<file path="config.mk">
export PLATFORM = sky130hd
export DESIGN_NAME = supervisor_reset_watchdog
export DESIGN_NICKNAME = d
export VERILOG_FILES = /design/src/include/supervisor_pkg.sv /design/src/hdl/kick_sync.sv /design/src/hdl/pulse_timer.sv /design/src/hdl/supervisor_reset_watchdog.sv
export SDC_FILE = /design/constraint.sdc
export NUM_CORES = 1
export LEC_CHECK = 0
export ABC_AREA = 1
export CAP_MARGIN = 20
export CORE_MARGIN = 10
export CORE_UTILIZATION = 38
export DETAILED_ROUTE_END_ITERATION = 8
export DONT_BUFFER_PORTS = 1
export GPL_TIMING_DRIVEN = 1
export PLACE_DENSITY = 0.58
export SYNTH_ARGS = -nofsm -noshare
export SYNTH_HDL_FRONTEND = slang
export SYNTH_SLANG_ARGS = --single-unit
</file>
<file path="constraint.sdc">
create_clock -name clk -period 1.65 [get_ports clk]
set_input_delay 0.0825 -clock clk [delete_from_list [all_inputs] [get_ports clk]]
set_output_delay 0.0825 -clock clk [all_outputs]
set_load 0.01 [all_outputs]
</file>
<file path="src/include/supervisor_pkg.sv">
// Shared types and timing constants for the supply supervisor.
`default_nettype none
package supervisor_pkg;
  localparam int unsigned CLK_MHZ = 250;
  // Durations in their own units.
  localparam int unsigned WD_TIMEOUT_MS = 1600;
  localparam int unsigned RESET_PULSE_MS = 200;
  localparam int unsigned KICK_MIN_NS = 50;
  // Derived cycle counts.
  localparam longint unsigned WD_TIMEOUT_CYC =
    longint'(WD_TIMEOUT_MS) * 1000 * CLK_MHZ;
  localparam longint unsigned RESET_PULSE_CYC =
    longint'(RESET_PULSE_MS) * 1000 * CLK_MHZ;
  localparam int unsigned KICK_MIN_CYC = (KICK_MIN_NS * CLK_MHZ) / 1000;
  localparam int unsigned CNT_W = 32;

  typedef enum logic [1:0] {
    KICK_LOW,
    KICK_HIGH,
    KICK_OPEN
  } kick_level_e;

  // Raw watchdog pin sense: the pad reports a valid logic level or open.
  typedef struct packed {
    logic level;
    logic driven;
  } kick_pin_s;

  // Analog comparator decisions presented as logic.
  typedef struct packed {
    logic supply_good;
    logic batt_above_supply;
    logic supply_above_batt;
    logic power_fail_low;
  } sense_s;
endpackage : supervisor_pkg
`default_nettype wire

</file>
<file path="src/hdl/kick_sync.sv">
// Synchroniser and three-state classifier for the watchdog input.
`default_nettype none
module kick_sync (
  input wire logic clk,
  input wire logic rst,
  input wire supervisor_pkg::kick_pin_s pin,
  output var supervisor_pkg::kick_level_e level,
  output var logic toggled
);
  logic [1:0] meta_ff;
  logic [1:0] nxt_meta;
  logic [1:0] stable_ff;
  logic [1:0] nxt_stable;
  supervisor_pkg::kick_level_e prev_ff;
  supervisor_pkg::kick_level_e nxt_prev;

  function automatic supervisor_pkg::kick_level_e classify(
    input logic [1:0] s
  );
    if (!s[0]) begin
      return supervisor_pkg::KICK_OPEN;
    end
    return s[1] ? supervisor_pkg::KICK_HIGH : supervisor_pkg::KICK_LOW;
  endfunction : classify

  always_comb begin
    nxt_meta = {pin.level, pin.driven};
    nxt_stable = meta_ff;
    nxt_prev = classify(stable_ff);
  end

  always_ff @(posedge clk) begin
    if (rst) begin
      meta_ff <= 2'h0;
      stable_ff <= 2'h0;
      prev_ff <= supervisor_pkg::KICK_OPEN;
    end else begin
      meta_ff <= nxt_meta;
      stable_ff <= nxt_stable;
      prev_ff <= nxt_prev;
    end
  end

  // A 50 ns pulse spans many 4 ns cycles, so every edge is sampled.
  assign level = classify(stable_ff);
  assign toggled = (level != supervisor_pkg::KICK_OPEN) &&
    (prev_ff != supervisor_pkg::KICK_OPEN) && (level != prev_ff);
endmodule : kick_sync
`default_nettype wire

</file>
<file path="src/hdl/pulse_timer.sv">
// Reset pulse stretcher that restarts while a hold is active.
`default_nettype none
module pulse_timer #(
  parameter longint unsigned WIDTH_CYC = supervisor_pkg::RESET_PULSE_CYC
) (
  input wire logic clk,
  input wire logic rst,
  input wire logic hold,
  input wire logic trigger,
  output logic active
);
  logic [supervisor_pkg::CNT_W-1:0] cnt_ff;
  logic [supervisor_pkg::CNT_W-1:0] nxt_cnt;
  logic active_ff;
  logic nxt_active;

  localparam logic [supervisor_pkg::CNT_W-1:0] LAST =
    supervisor_pkg::CNT_W'(WIDTH_CYC - 1);

  always_comb begin
    nxt_cnt = cnt_ff;
    nxt_active = active_ff;
    if (hold || trigger) begin
      nxt_cnt = '0;
      nxt_active = 1'b1;
    end else if (active_ff) begin
      if (cnt_ff >= LAST) begin
        nxt_active = 1'b0;
      end else begin
        nxt_cnt = cnt_ff + 1'b1;
      end
    end
  end

  always_ff @(posedge clk) begin
    if (rst) begin
      cnt_ff <= '0;
      active_ff <= 1'b1;
    end else begin
      cnt_ff <= nxt_cnt;
      active_ff <= nxt_active;
    end
  end

  assign active = active_ff;
endmodule : pulse_timer
`default_nettype wire

</file>
<file path="src/hdl/supervisor_reset_watchdog.sv">
// Supervisor: reset generator, watchdog, power-fail flag, supply select.
`default_nettype none
module supervisor_reset_watchdog #(
  parameter longint unsigned WD_TIMEOUT_CYC = supervisor_pkg::WD_TIMEOUT_CYC,
  parameter longint unsigned RESET_PULSE_CYC =
    supervisor_pkg::RESET_PULSE_CYC
) (
  input wire logic clk,
  input wire logic rst,
  input wire supervisor_pkg::kick_pin_s watchdog_kick_in,
  input wire supervisor_pkg::sense_s sense,
  output logic reset_n,
  output logic reset_hi,
  output logic power_fail_flag_n,
  output logic battery_select
);
  supervisor_pkg::kick_level_e kick_level;
  logic kick_toggled;
  logic pulse_active;
  logic wd_expire;

  logic [supervisor_pkg::CNT_W-1:0] wd_cnt_ff;
  logic [supervisor_pkg::CNT_W-1:0] nxt_wd_cnt;
  logic wd_fire_ff;
  logic nxt_wd_fire;
  logic reset_n_ff;
  logic nxt_reset_n;
  logic reset_hi_ff;
  logic nxt_reset_hi;
  logic pf_n_ff;
  logic nxt_pf_n;
  logic batt_ff;
  logic nxt_batt;

  localparam logic [supervisor_pkg::CNT_W-1:0] WD_LAST =
    supervisor_pkg::CNT_W'(WD_TIMEOUT_CYC - 1);

  kick_sync u_kick_sync (
    .clk(clk),
    .rst(rst),
    .pin(watchdog_kick_in),
    .level(kick_level),
    .toggled(kick_toggled)
  );

  // The supply fault holds the pulse; a watchdog expiry starts one.
  pulse_timer #(
    .WIDTH_CYC(RESET_PULSE_CYC)
  ) u_pulse_timer (
    .clk(clk),
    .rst(rst),
    .hold(!sense.supply_good),
    .trigger(wd_fire_ff),
    .active(pulse_active)
  );

  assign wd_expire = (wd_cnt_ff >= WD_LAST);

  // Watchdog counter.
  always_comb begin
    nxt_wd_cnt = wd_cnt_ff + 1'b1;
    nxt_wd_fire = 1'b0;
    if (pulse_active || wd_fire_ff || batt_ff) begin
      nxt_wd_cnt = '0;
    end else if (kick_level == supervisor_pkg::KICK_OPEN) begin
      nxt_wd_cnt = '0;
    end else if (kick_toggled) begin
      nxt_wd_cnt = '0;
    end else if (wd_expire) begin
      nxt_wd_cnt = '0;
      nxt_wd_fire = 1'b1;
    end
  end

  always_ff @(posedge clk) begin
    if (rst) begin
      wd_cnt_ff <= '0;
      wd_fire_ff <= 1'b0;
    end else begin
      wd_cnt_ff <= nxt_wd_cnt;
      wd_fire_ff <= nxt_wd_fire;
    end
  end

  // Outputs and switchover.
  always_comb begin
    nxt_reset_n = !pulse_active;
    nxt_reset_hi = pulse_active;
    nxt_batt = batt_ff;
    if (sense.supply_good) begin
      nxt_batt = 1'b0;
    end else if (!batt_ff && sense.batt_above_supply) begin
      nxt_batt = 1'b1;
    end else if (batt_ff && sense.supply_above_batt) begin
      nxt_batt = 1'b0;
    end
    nxt_pf_n = !sense.power_fail_low;
    if (nxt_batt) begin
      nxt_pf_n = 1'b0;
    end
  end

  always_ff @(posedge clk) begin
    if (rst) begin
      reset_n_ff <= 1'b0;
      reset_hi_ff <= 1'b1;
      pf_n_ff <= 1'b0;
      batt_ff <= 1'b0;
    end else begin
      reset_n_ff <= nxt_reset_n;
      reset_hi_ff <= nxt_reset_hi;
      pf_n_ff <= nxt_pf_n;
      batt_ff <= nxt_batt;
    end
  end

  assign reset_n = reset_n_ff;
  assign reset_hi = reset_hi_ff;
  assign power_fail_flag_n = pf_n_ff;
  assign battery_select = batt_ff;
endmodule : supervisor_reset_watchdog
`default_nettype wire

</file>
Word-level counts from Yosys, hierarchy flattened
Cells that the tools add are included. Widths: inputs -> output; s select.

Equal/unequal tests: 4. Mux-type cells: 8. Reductions and logical operators: 16. Bitwise operators: 1. $add $sub $neg: 2. Magnitude comparators: 2.

Operator list (number): $add 32x1->32 const B (2); $ge 32x26->1 const B (1); $ge 32x29->1 const B (1); $mux 1 (7); $reduce_or 5->1 (1); $logic_and 1x1->1 (4); $logic_not 1->1 (4); $ne 2x2->1 const B (2); $reduce_or 2->1 (2); $reduce_or 4->1 (1); $logic_or 1x1->1 (3); $eq 2x2->1 const B (1); $mux 2 (1); $ne 2x2->1 (1); $reduce_and 2->1 (1); $not 1->1 (1).

Logic and storage cells: 44. Bits of input ports: 8. Register bits: 76. Output and inout bits: 4.

Logic depth before layout (Yosys ltp)
Gate-level depths: netlist of run 1.

Depth after elaboration: 6. Gate-level depth with buffers: 11. Gate-level depth less buffers: 10.

Cells and area by module
Synthesis of run 1 repeated with hierarchy kept, for this count alone.

Cell total of the unflattened synthesis: 608. Area, all modules: 4018.9 um^2.

By module, submodules not included: pulse_timer (instances 1, area an instance 2021.9 um^2, seq. area each 660.6 um^2, cells an instance 331); supervisor_reset_watchdog (instances 1, area an instance 1804.2 um^2, seq. area each 740.7 um^2, cells an instance 253); kick_sync (instances 1, area an instance 192.7 um^2, seq. area each 120.1 um^2, cells an instance 24).

Worst setup path before layout of run 1
No wires, ideal clock.

Kind: register -> register. Start point: reg u_pulse_timer.cnt_ff[0] in the netlist's numbering. End point: reg u_pulse_timer.cnt_ff[4] in the netlist's numbering. Required time: 1.518 ns. Setup slack: 0.039 ns. Setup time: 0.132 ns. Arrival time: 1.479 ns. Buffers on the path: 1. Cell stages (with the launch flop): 12. Clock period less this slack: 1.611 ns. Cells stage by stage: dfxtp_1 -> ha_1 -> nand3_2 -> inv_2 -> nand2_1 -> nand2_1 -> nand2_1 -> nor2_1 -> nor2_4 -> buf_6 -> nand2_1 -> a21oi_2.

Cells in the longest elaborated chain, start to end: 3. Elaborated cells between the ends (all ways): 4. Those cells by class: add/sub (1); order compare (1); bitwise (1); reduce/logical (1).

RTL lines: from (decl) (line pulse_timer.sv:12) `logic [supervisor_pkg::CNT_W-1:0] cnt_ff;`; from (signal assigned) (line pulse_timer.sv:40) `cnt_ff <= nxt_cnt;`; $ge 32x26->1 (line pulse_timer.sv:27) `if (cnt_ff >= LAST) begin`; $not 1->1 (no line); $reduce_and 2->1 (no line).

Parallel ways exist; a longest one is shown, timed or not. A chain may end at the register's enable or synchronous reset.

Worst setup path after layout of run 1
Start point: reg u_pulse_timer.cnt_ff[15] in the netlist's numbering. End point: reg u_pulse_timer.cnt_ff[0] in the netlist's numbering.

Cells in the longest elaborated chain, start to end: 3.

RTL lines (line): $ge 32x26->1 (pulse_timer.sv:27); $not 1->1 (no line); $reduce_and 2->1 (no line).

Every way passes these cells.

==> results of run 1 <==
## kinds of logic after synthesis
family	after synthesis
compound gates	41
flops	76
fa+ha+maj	2
other cells	1
xor+xnor	31
simple gates	360
buf+inv	63
## layout by cell type (no fill, tap or decap), drive strengths merged, types with 10 or more instances in the layout
master	n
nand2	188
nor2	126
dfxtp	76
inv	54
buf	33
a21oi	33
nand3	24
xor2	20
xnor2	11
clkbuf	11
nand4	10
## power groups by stage
stage	registers, mW	logic, mW	clock network (mW)
5_1_grt	1.86	0.0800	1.85
3_5_place_dp	1.90	0.0494	0
3_3_place_gp	1.90	0.0483	0
2_1_floorplan	1.90	0.0355	0
4_1_cts	1.85	0.0664	1.76
6_report	1.86	0.0711	1.71
## area by class of cell
| cell class | instances | area share [%] |
|---|---|---|
| clock buffers | 10 | 2.66 |
| inverters | 53 | 4.15 |
| multi-input cells | 441 | 47.7 |
| flip-flops and latches | 76 | 32.1 |
| repair buffers | 41 | 7.67 |
| clock inverters | 6 | 2.32 |
| well taps | 133 | 3.47 |
## layer usage
metal  part of all wire, %  track usage [%]
met1                    45             14.9
met2                    48             19.7
met3                   5.0             3.26
met4                   2.0             4.99
met5                     0                0
## how the worst min path moves through the flow
stage,startpoint,end,slack [ns],cells after the start
after global routing,sense[3],u_pulse_timer.active,0.08,4
after CTS,sense[3],u_pulse_timer.active,0.03,4
after detailed placement,rst,u_kick_sync.stable_ff[1],0.16,1
after floorplan,sense[0],power_fail_flag_n,0.15,1
final,sense[3],u_pulse_timer.active,0.06,4
after global placement,rst,u_kick_sync.stable_ff[1],0.16,1
## worst max-delay path: cells and delay by family, from the launching register on
kind | cells | cell delay [ns]
and+or+nand+nor | 7 | 0.78
DFF | 1 | 0.34
buffers and inverters | 2 | 0.23
AOI/OAI and AO/OA | 1 | 0.14
## sequential cells by signal, indices dropped and copies added, names as in the netlist
signal                 flops
reset_n                    1
battery_select             1
u_kick_sync.meta_ff        2
u_kick_sync.stable_ff      2
u_pulse_timer.cnt_ff      32
power_fail_flag_n          1
wd_fire_ff                 1
u_kick_sync.prev_ff        2
wd_cnt_ff                 32
reset_hi                   1
u_pulse_timer.active       1
## what timing repair did
action	in CTS	in global routing
gates resized for setup	3	44
pin swaps	0	11
setup endpoints to repair	33	56
gates cloned	1	4
hold buffers	7	0
buffers inserted	0	5
endpoints found under the hold margin	11	0
==> results.txt, run 1 <==
----------------------------------------------------
[Cells and area]
  Post-route cell area ... 4800 sq um
  Sequential Area ... 1540 sq um
  Fraction of layout instances using a drive strength above 1 ... 19.3%
  Layout overhead on the synthesized area ... 23.1%
  Antenna diode instance count ... 0
  Count of fill cells added during filler insertion ... 992
  Combined area of the multi-input logic cells ... 2290 sq um
  Non-Filler Instances ... 760
  Final core occ ... 48.6%
  Number of nets in the finished design ... 632

[Floorplan]
  FP Rows ... 36
  Die Wd ... 121 um
  Die Area ... 14700 sq um
  Starting utilization of the core area ... 39.5%
  Area of the placeable core ... 9860 sq um
  Die span in y ... 121 um
  Number of top-level pins ... 12

[Yosys]
  Cell accounting for the most synthesized area ... sky130_fd_sc_hd__dfxtp_1
  Async set-reset flop share out of synthesis ... 0%
  Area of the mapped netlist ... 3900 sq um
  Most frequently used cell type in the post-synthesis netlist ... sky130_fd_sc_hd__nand2_1
  Number of instances in the synthesized netlist ... 574
  Largest family of logic cells by synthesized area ... simple AND/OR/NAND/NOR gates
  Dominant cells by area after synthesis ... sky130_fd_sc_hd__dfxtp_1, sky130_fd_sc_hd__nand2_1, sky130_fd_sc_hd__nor2_1
  Share of the synthesized area in compound gates (AO/OA/AOI/OAI) ... 6.29%
  Distinct cells, synth ... 33
  Most numerous cell types in the synthesized netlist ... sky130_fd_sc_hd__nand2_1, sky130_fd_sc_hd__nor2_1, sky130_fd_sc_hd__dfxtp_1
  Share of the synthesized area in the top cell type ... 39.0%
  Mux cell area share after synthesis ... 0%
  Adder-Cell Fraction of Synth Area ... 0.642%
  Basic-gate share of the synthesized area counting and, or, nand and nor cells ... 39.7%
  Count of flip-flops with a built-in enable after synthesis ... 0
  Number of synthesized register bits ... 76
  Synth Area in XOR/XNOR ... 6.97%
  Syn_area_per_cell ... 6.79 sq um
  Main synth FF type ... sky130_fd_sc_hd__dfxtp_1
  Sequential-to-total area share from yosys stat ... 39.0%
  Yosys synthesis warning count ... 0

[Routing]
  Count of nets left with antenna violations after detail routing ... 0
  Detail-routed via count per cell ... 4.75
  Wire length reported by the detailed router ... 9190 um
  1st-pass router iterations ... 4
  Vias ... 3609
  WL per Instance ... 12.1 um
  Drt drc ... 0
  Number of DRC markers in iteration 0 ... 197

[Setup path]
  Critical path class ... register to register
  Cell breakdown of the critical path ... nand2_1 > nor2_4 > inv_1 > nor2_4 > nand2_1 > nor2_4 > nor2_4 > buf_12 > o21ai_0 > nor2_1
  Setup slack on the worst flop-to-flop path ... 0.05 ns
  End point of the critical path ... u_pulse_timer.cnt_ff[0]
  Kind of capture point of the worst setup path ... register
  Critical path launch point ... u_pulse_timer.cnt_ff[15]
  Critical Path RT ... 1.89 ns
  Highest net fanout along the worst path ... 13
  RR Endpoint ... u_pulse_timer.cnt_ff[0]
  Startpoint types ... register
  WP data arrival ... 1.84 ns
  Critical path's most frequent cell ... sky130_fd_sc_hd__nor2_4
  Worst path max stage delay ... 0.34 ns
  Count of cells along the worst register-to-register path ... 10
  Startpoint of the worst register-to-register path ... u_pulse_timer.cnt_ff[15]
  Standard cell with the maximum stage delay on the critical path ... sky130_fd_sc_hd__dfxtp_1

[Clock tree]
  Longest Clk Path Bufs ... 2
  TritonCTS clock tree ... built
  Number of sinks driven by the clock tree ... 76
  Clock-pin slew of the registers on the worst-case setup and hold paths ... 0.08 ns
  Level count of the clock H-tree ... 3
  Clock tree root buffer cell ... sky130_fd_sc_hd__clkbuf_8
  Clock buffers created by TritonCTS ... 9
  Clock latency on the worst-skew pair ... 0.35 ns

[Power and ir drop]
  Internal power component ... 2.88 mW
  Net switching power figure ... 0.758 mW
  Lkg Pwr ... 1.70 nW
  Sw frac ... 20.8%
  Relative contribution of sequential cells to total power ... 51.0%
  Power share of the combinational group ... 2.0%
  Clock Power Share ... 47.1%
  Worst voltage drop across the vdd grid ... 0.000548 V
  Total design power ... 3.64 mW
  Power density of the placed cells ... 759 nW/um^2

[Placed design]
  Post-Place Cell Area ... 4210 sq um
  Number of input and output port buffers inserted ... 0
  Half-perimeter wire length of the detailed placement result ... 5930 um
  Placer's final routability congestion estimate ... 0.896
  Worst setup slack after placement ... -0.174 ns
  Total instance count after detailed placement ... 727

[STA]
  Fin crit period ... 1.60 ns
  Unrepaired setup endpoints after global routing ... true
  Pins Over Slew Limit ... 0
  Final Setup Violations ... 0
  WHS ... 0.0628 ns
  Setup clock skew after layout ... 0.00929 ns
  Post-route fraction of the period consumed by the critical path ... 96.7%
  Worst setup slack after layout ... 0.0543 ns
  Number of hold violations in the final report ... 0
  Maximum clock rate ... 0.627 GHz
  Total Negative Setup Slacks ... 0 ns

[Run]
  Max-capacitance violation count ... 0

[Global routing]
  Number of global-route vias before repair ... 3331
  Initial antenna violation count ... 0
  Total congestion overflow after global routing ... 0
  Total track usage ... 12.2%
  Largest net degree at the start of global routing ... 31
  Global-route wire length before repair ... 14800 um

[Status]
  Status ... completed

[Min path]
  Worst hold path type ... input pin to register

----------------------------------------------------
No activity file was read; power rests on OpenSTA's default activity.
==> run 2: changes to the inputs <==
--- a/config.mk
+++ b/config.mk
@@ -15,4 +15,5 @@
 export PLACE_DENSITY = 0.58
 export SYNTH_ARGS = -nofsm -noshare
 export SYNTH_HDL_FRONTEND = slang
+export SYNTH_HIERARCHICAL = 1
 export SYNTH_SLANG_ARGS = --single-unit
==> results.txt, run 2 <==
----------------------------------------------------
[Setup path]
  Critical Path RT ... 1.92 ns (+0.03 ns)
  Standard cell with the maximum stage delay on the critical path ... sky130_fd_sc_hd__dfxtp_1
  RR Endpoint ... u_pulse_timer/cnt_ff[19]
  Critical path class ... register to register
  Kind of capture point of the worst setup path ... register
  Startpoint types ... register
  Startpoint of the worst register-to-register path ... u_pulse_timer/cnt_ff[1]
  Highest net fanout along the worst path ... 10 (-3)
  Cell breakdown of the critical path ... ha_2 > nand3_2 > inv_2 > nand2_1 > nand2_1 > nand3_4 > nand2_8 > buf_12 > nand2_1 > a21oi_1
  Worst path max stage delay ... 0.35 ns (about the same)
  Setup slack on the worst flop-to-flop path ... 0.12 ns (+0.07 ns)
  Count of cells along the worst register-to-register path ... 10 (unchanged)
  WP data arrival ... 1.80 ns (-0.04 ns)
  Critical path's most frequent cell ... sky130_fd_sc_hd__nand2_1

[Min path]
  Worst Hold End ... wd_cnt_ff[1]
  Hold Path Stages ... 3 (-1)
  Hold Crit Start ... rst
  Worst hold path type ... input pin to register

[STA]
  Maximum clock rate ... 0.656 GHz (+4.6%)
  WHS ... 0.0269 ns (-0.0359 ns)
  Fin crit period ... 1.53 ns (-0.0703 ns)
  Setup clock skew after layout ... 0.00755 ns (-0.00173 ns)
  Pins Over Slew Limit ... 0 (unchanged)
  Worst setup slack after layout ... 0.125 ns (+0.0703 ns)
  Post-route fraction of the period consumed by the critical path ... 92.5% (-4.3 points)
  Total Negative Setup Slacks ... 0 ns (unchanged)
  Number of hold violations in the final report ... 0 (unchanged)
  Final Setup Violations ... 0 (unchanged)

[Clock tree]
  Number of sinks driven by the clock tree ... 76 (unchanged)
  Longest Clk Path Bufs ... 2 (unchanged)
  TritonCTS clock tree ... built
  Clock-pin slew of the registers on the worst-case setup and hold paths ... 0.08 ns (about the same)
  Clock buffers created by TritonCTS ... 9 (unchanged)
  Clock latency on the worst-skew pair ... 0.35 ns (about the same)
  Clock tree root buffer cell ... sky130_fd_sc_hd__clkbuf_8
  Level count of the clock H-tree ... 3 (unchanged)

[Placed design]
  Worst setup slack after placement ... 0.0112 ns (+0.186 ns)
  Number of input and output port buffers inserted ... 0 (unchanged)
  Placer's final routability congestion estimate ... 0.869 (-3.0%)
  Half-perimeter wire length of the detailed placement result ... 6410 um (+8.1%)
  Post-Place Cell Area ... 4340 sq um (+3.0%)

[Floorplan]
  Area of the placeable core ... 10300 sq um (+4.7%)
  Number of top-level pins ... 12 (unchanged)
  Die Wd ... 123 um (+1.3%)
  Die Area ... 15100 sq um (+2.6%)
  Starting utilization of the core area ... 38.9% (-0.57 points)
  FP Rows ... 37 (+2.8%)
  Die span in y ... 123 um (+1.3%)

[Yosys]
  Share of the synthesized area in the top cell type ... 37.9% (-1.2 points)
  Async set-reset flop share out of synthesis ... 0% (unchanged)
  Most frequently used cell type in the post-synthesis netlist ... sky130_fd_sc_hd__nand2_1
  Dominant cells by area after synthesis ... sky130_fd_sc_hd__dfxtp_1, sky130_fd_sc_hd__nand2_1, sky130_fd_sc_hd__nor2_1
  Cell accounting for the most synthesized area ... sky130_fd_sc_hd__dfxtp_1
  Syn_area_per_cell ... 6.61 sq um (-2.6%)
  Most numerous cell types in the synthesized netlist ... sky130_fd_sc_hd__nand2_1, sky130_fd_sc_hd__nor2_1, sky130_fd_sc_hd__dfxtp_1, sky130_fd_sc_hd__inv_1, sky130_fd_sc_hd__nand3_1
  Sequential-to-total area share from yosys stat ... 37.9% (-1.2 points)
  Number of instances in the synthesized netlist ... 608 (+5.9%)
  Count of flip-flops with a built-in enable after synthesis ... 0 (unchanged)
  Main synth FF type ... sky130_fd_sc_hd__dfxtp_1
  Area of the mapped netlist ... 4020 sq um (+3.1%)
  Distinct cells, synth ... 32 (-3.0%)
  Number of synthesized register bits ... 76 (unchanged)
  Yosys synthesis warning count ... 6 (+6)

[Global routing]
  Initial antenna violation count ... 0 (unchanged)
  Total congestion overflow after global routing ... 0 (unchanged)
  Global-route wire length before repair ... 16100 um (+8.3%)
  Number of global-route vias before repair ... 3646 (+9.5%)
  Largest net degree at the start of global routing ... 31 (unchanged)
  Total track usage ... 12.7% (+0.59 points)

[Cells and area]
  Layout overhead on the synthesized area ... 19.8%
  Fraction of layout instances using a drive strength above 1 ... 14.7% (-4.6 points)
  Commonest non-fill, non-tap cell in the layout ... sky130_fd_sc_hd__nand2_1
  Antenna diode instance count ... 0 (unchanged)
  Final core occ ... 46.6% (-2.0 points)
  Post-route cell area ... 4820 sq um (+0.42%)
  Top Registers ... u_pulse_timer/cnt_ff x32, wd_cnt_ff x32
  Number of nets in the finished design ... 657 (+4.0%)
  Most frequent cells in the layout ... sky130_fd_sc_hd__nand2_1, sky130_fd_sc_hd__nor2_1, sky130_fd_sc_hd__inv_1

[Status]
  Status ... completed

[Routing]
  Drt drc ... 0 (unchanged)
  Detail-routed via count per cell ... 4.73 (-0.32%)
  Wire length reported by the detailed router ... 8980 um (-2.2%)
  1st-pass router iterations ... 4 (unchanged)
  Vias ... 3730 (+3.4%)
  WL per Instance ... 11.4 um (-5.7%)
  Number of DRC markers in iteration 0 ... 176 (-11%)
  Count of nets left with antenna violations after detail routing ... 0 (unchanged)

[Power and ir drop]
  Worst voltage drop across the vdd grid ... 0.000601 V (+9.5%)
  Power density of the placed cells ... 768 nW/um^2 (+1.1%)
  Lkg Pwr ... 1.72 nW (+1.1%)

[Run]
  Max-capacitance violation count ... 0 (unchanged)

----------------------------------------------------
==> run 2: metrics by stage <==
stage | instances | power [mW]
floorplan | 610 | 1.93
global placement | 760 | 1.95
detailed placement | 760 | 1.95
CTS | 784 | 3.75
global route | 788 | 3.83
finish | 788 | 3.70
==> run 2: layer usage <==
layer | wire length (um) | global-route usage (%) | up-vias
li1 | - | - | 1970
met1 | 4210 | 15.2 | 1681
met2 | 4280 | 21.8 | 64
met3 | 331 | 3.49 | 15
met4 | 157 | 3.98 | 0
met5 | 0 | 0 | -
==> run 2: where the power goes <==
group	switching, mW	internal [mW]
clock network	0.716	1.06
registers	0.00849	1.85
logic	0.0411	0.0309
total	0.766	2.93
==> run 2: kinds of logic (layout without fill, tap and decap cells) <==
group	after synthesis	count (layout)	synth area share, %
xor gates and xnor gates	31	31	6.76
adders and majority gates	2	2	0.623
other	1	3	0.0933
AOI/OAI and AO/OA	39	39	5.70
DFF	76	76	37.9
and+or+nand+nor	370	370	39.9
buffers and inverters	89	131	9.12
==> run 2: layout make-up <==
cell class	count	area (sq um)
Fill cell	1036	5510
Clock buffer	11	141
Clock inverter	5	108
Multi-Input combinational cell	445	2240
Sequential cell	76	1530
Timing Repair Buffer	37	330
Inverter	78	293
Tap cell	136	170
==> run 2: worst max-delay path by stage <==
stage                       startpoint                  endpoint  slack, ns  cells after the start
2_1_floorplan  u_pulse_timer/cnt_ff[0]  u_pulse_timer/cnt_ff[22]       0.03                      9
3_3_place_gp              wd_cnt_ff[0]             wd_cnt_ff[23]       0.07                      8
3_5_place_dp              wd_cnt_ff[0]             wd_cnt_ff[17]       0.01                      8
4_1_cts                   wd_cnt_ff[0]             wd_cnt_ff[18]       0.02                      8
5_1_grt        u_pulse_timer/cnt_ff[9]  u_pulse_timer/cnt_ff[23]     -0.006                      9
6_report       u_pulse_timer/cnt_ff[1]  u_pulse_timer/cnt_ff[19]       0.12                     10
==> run 2: what timing repair did <==
action | in CTS | in global routing
hold buffers | 8 | 0
gates resized for setup | 1 | 37
setup endpoints to repair | 3 | 55
endpoints found under the hold margin | 13 | 0
setup buffers | 0 | 4
pin swaps | 0 | 7
==> run 2: critical path, delay by kind of cell (launching register included) <==
kind | cells | cell delay [ns]
AO/OA/AOI/OAI | 1 | 0.17
adder cells (fa/ha/maj) | 1 | 0.19
AND/OR/NAND/NOR | 6 | 0.54
flip-flops | 1 | 0.35
buffers and inverters | 2 | 0.21
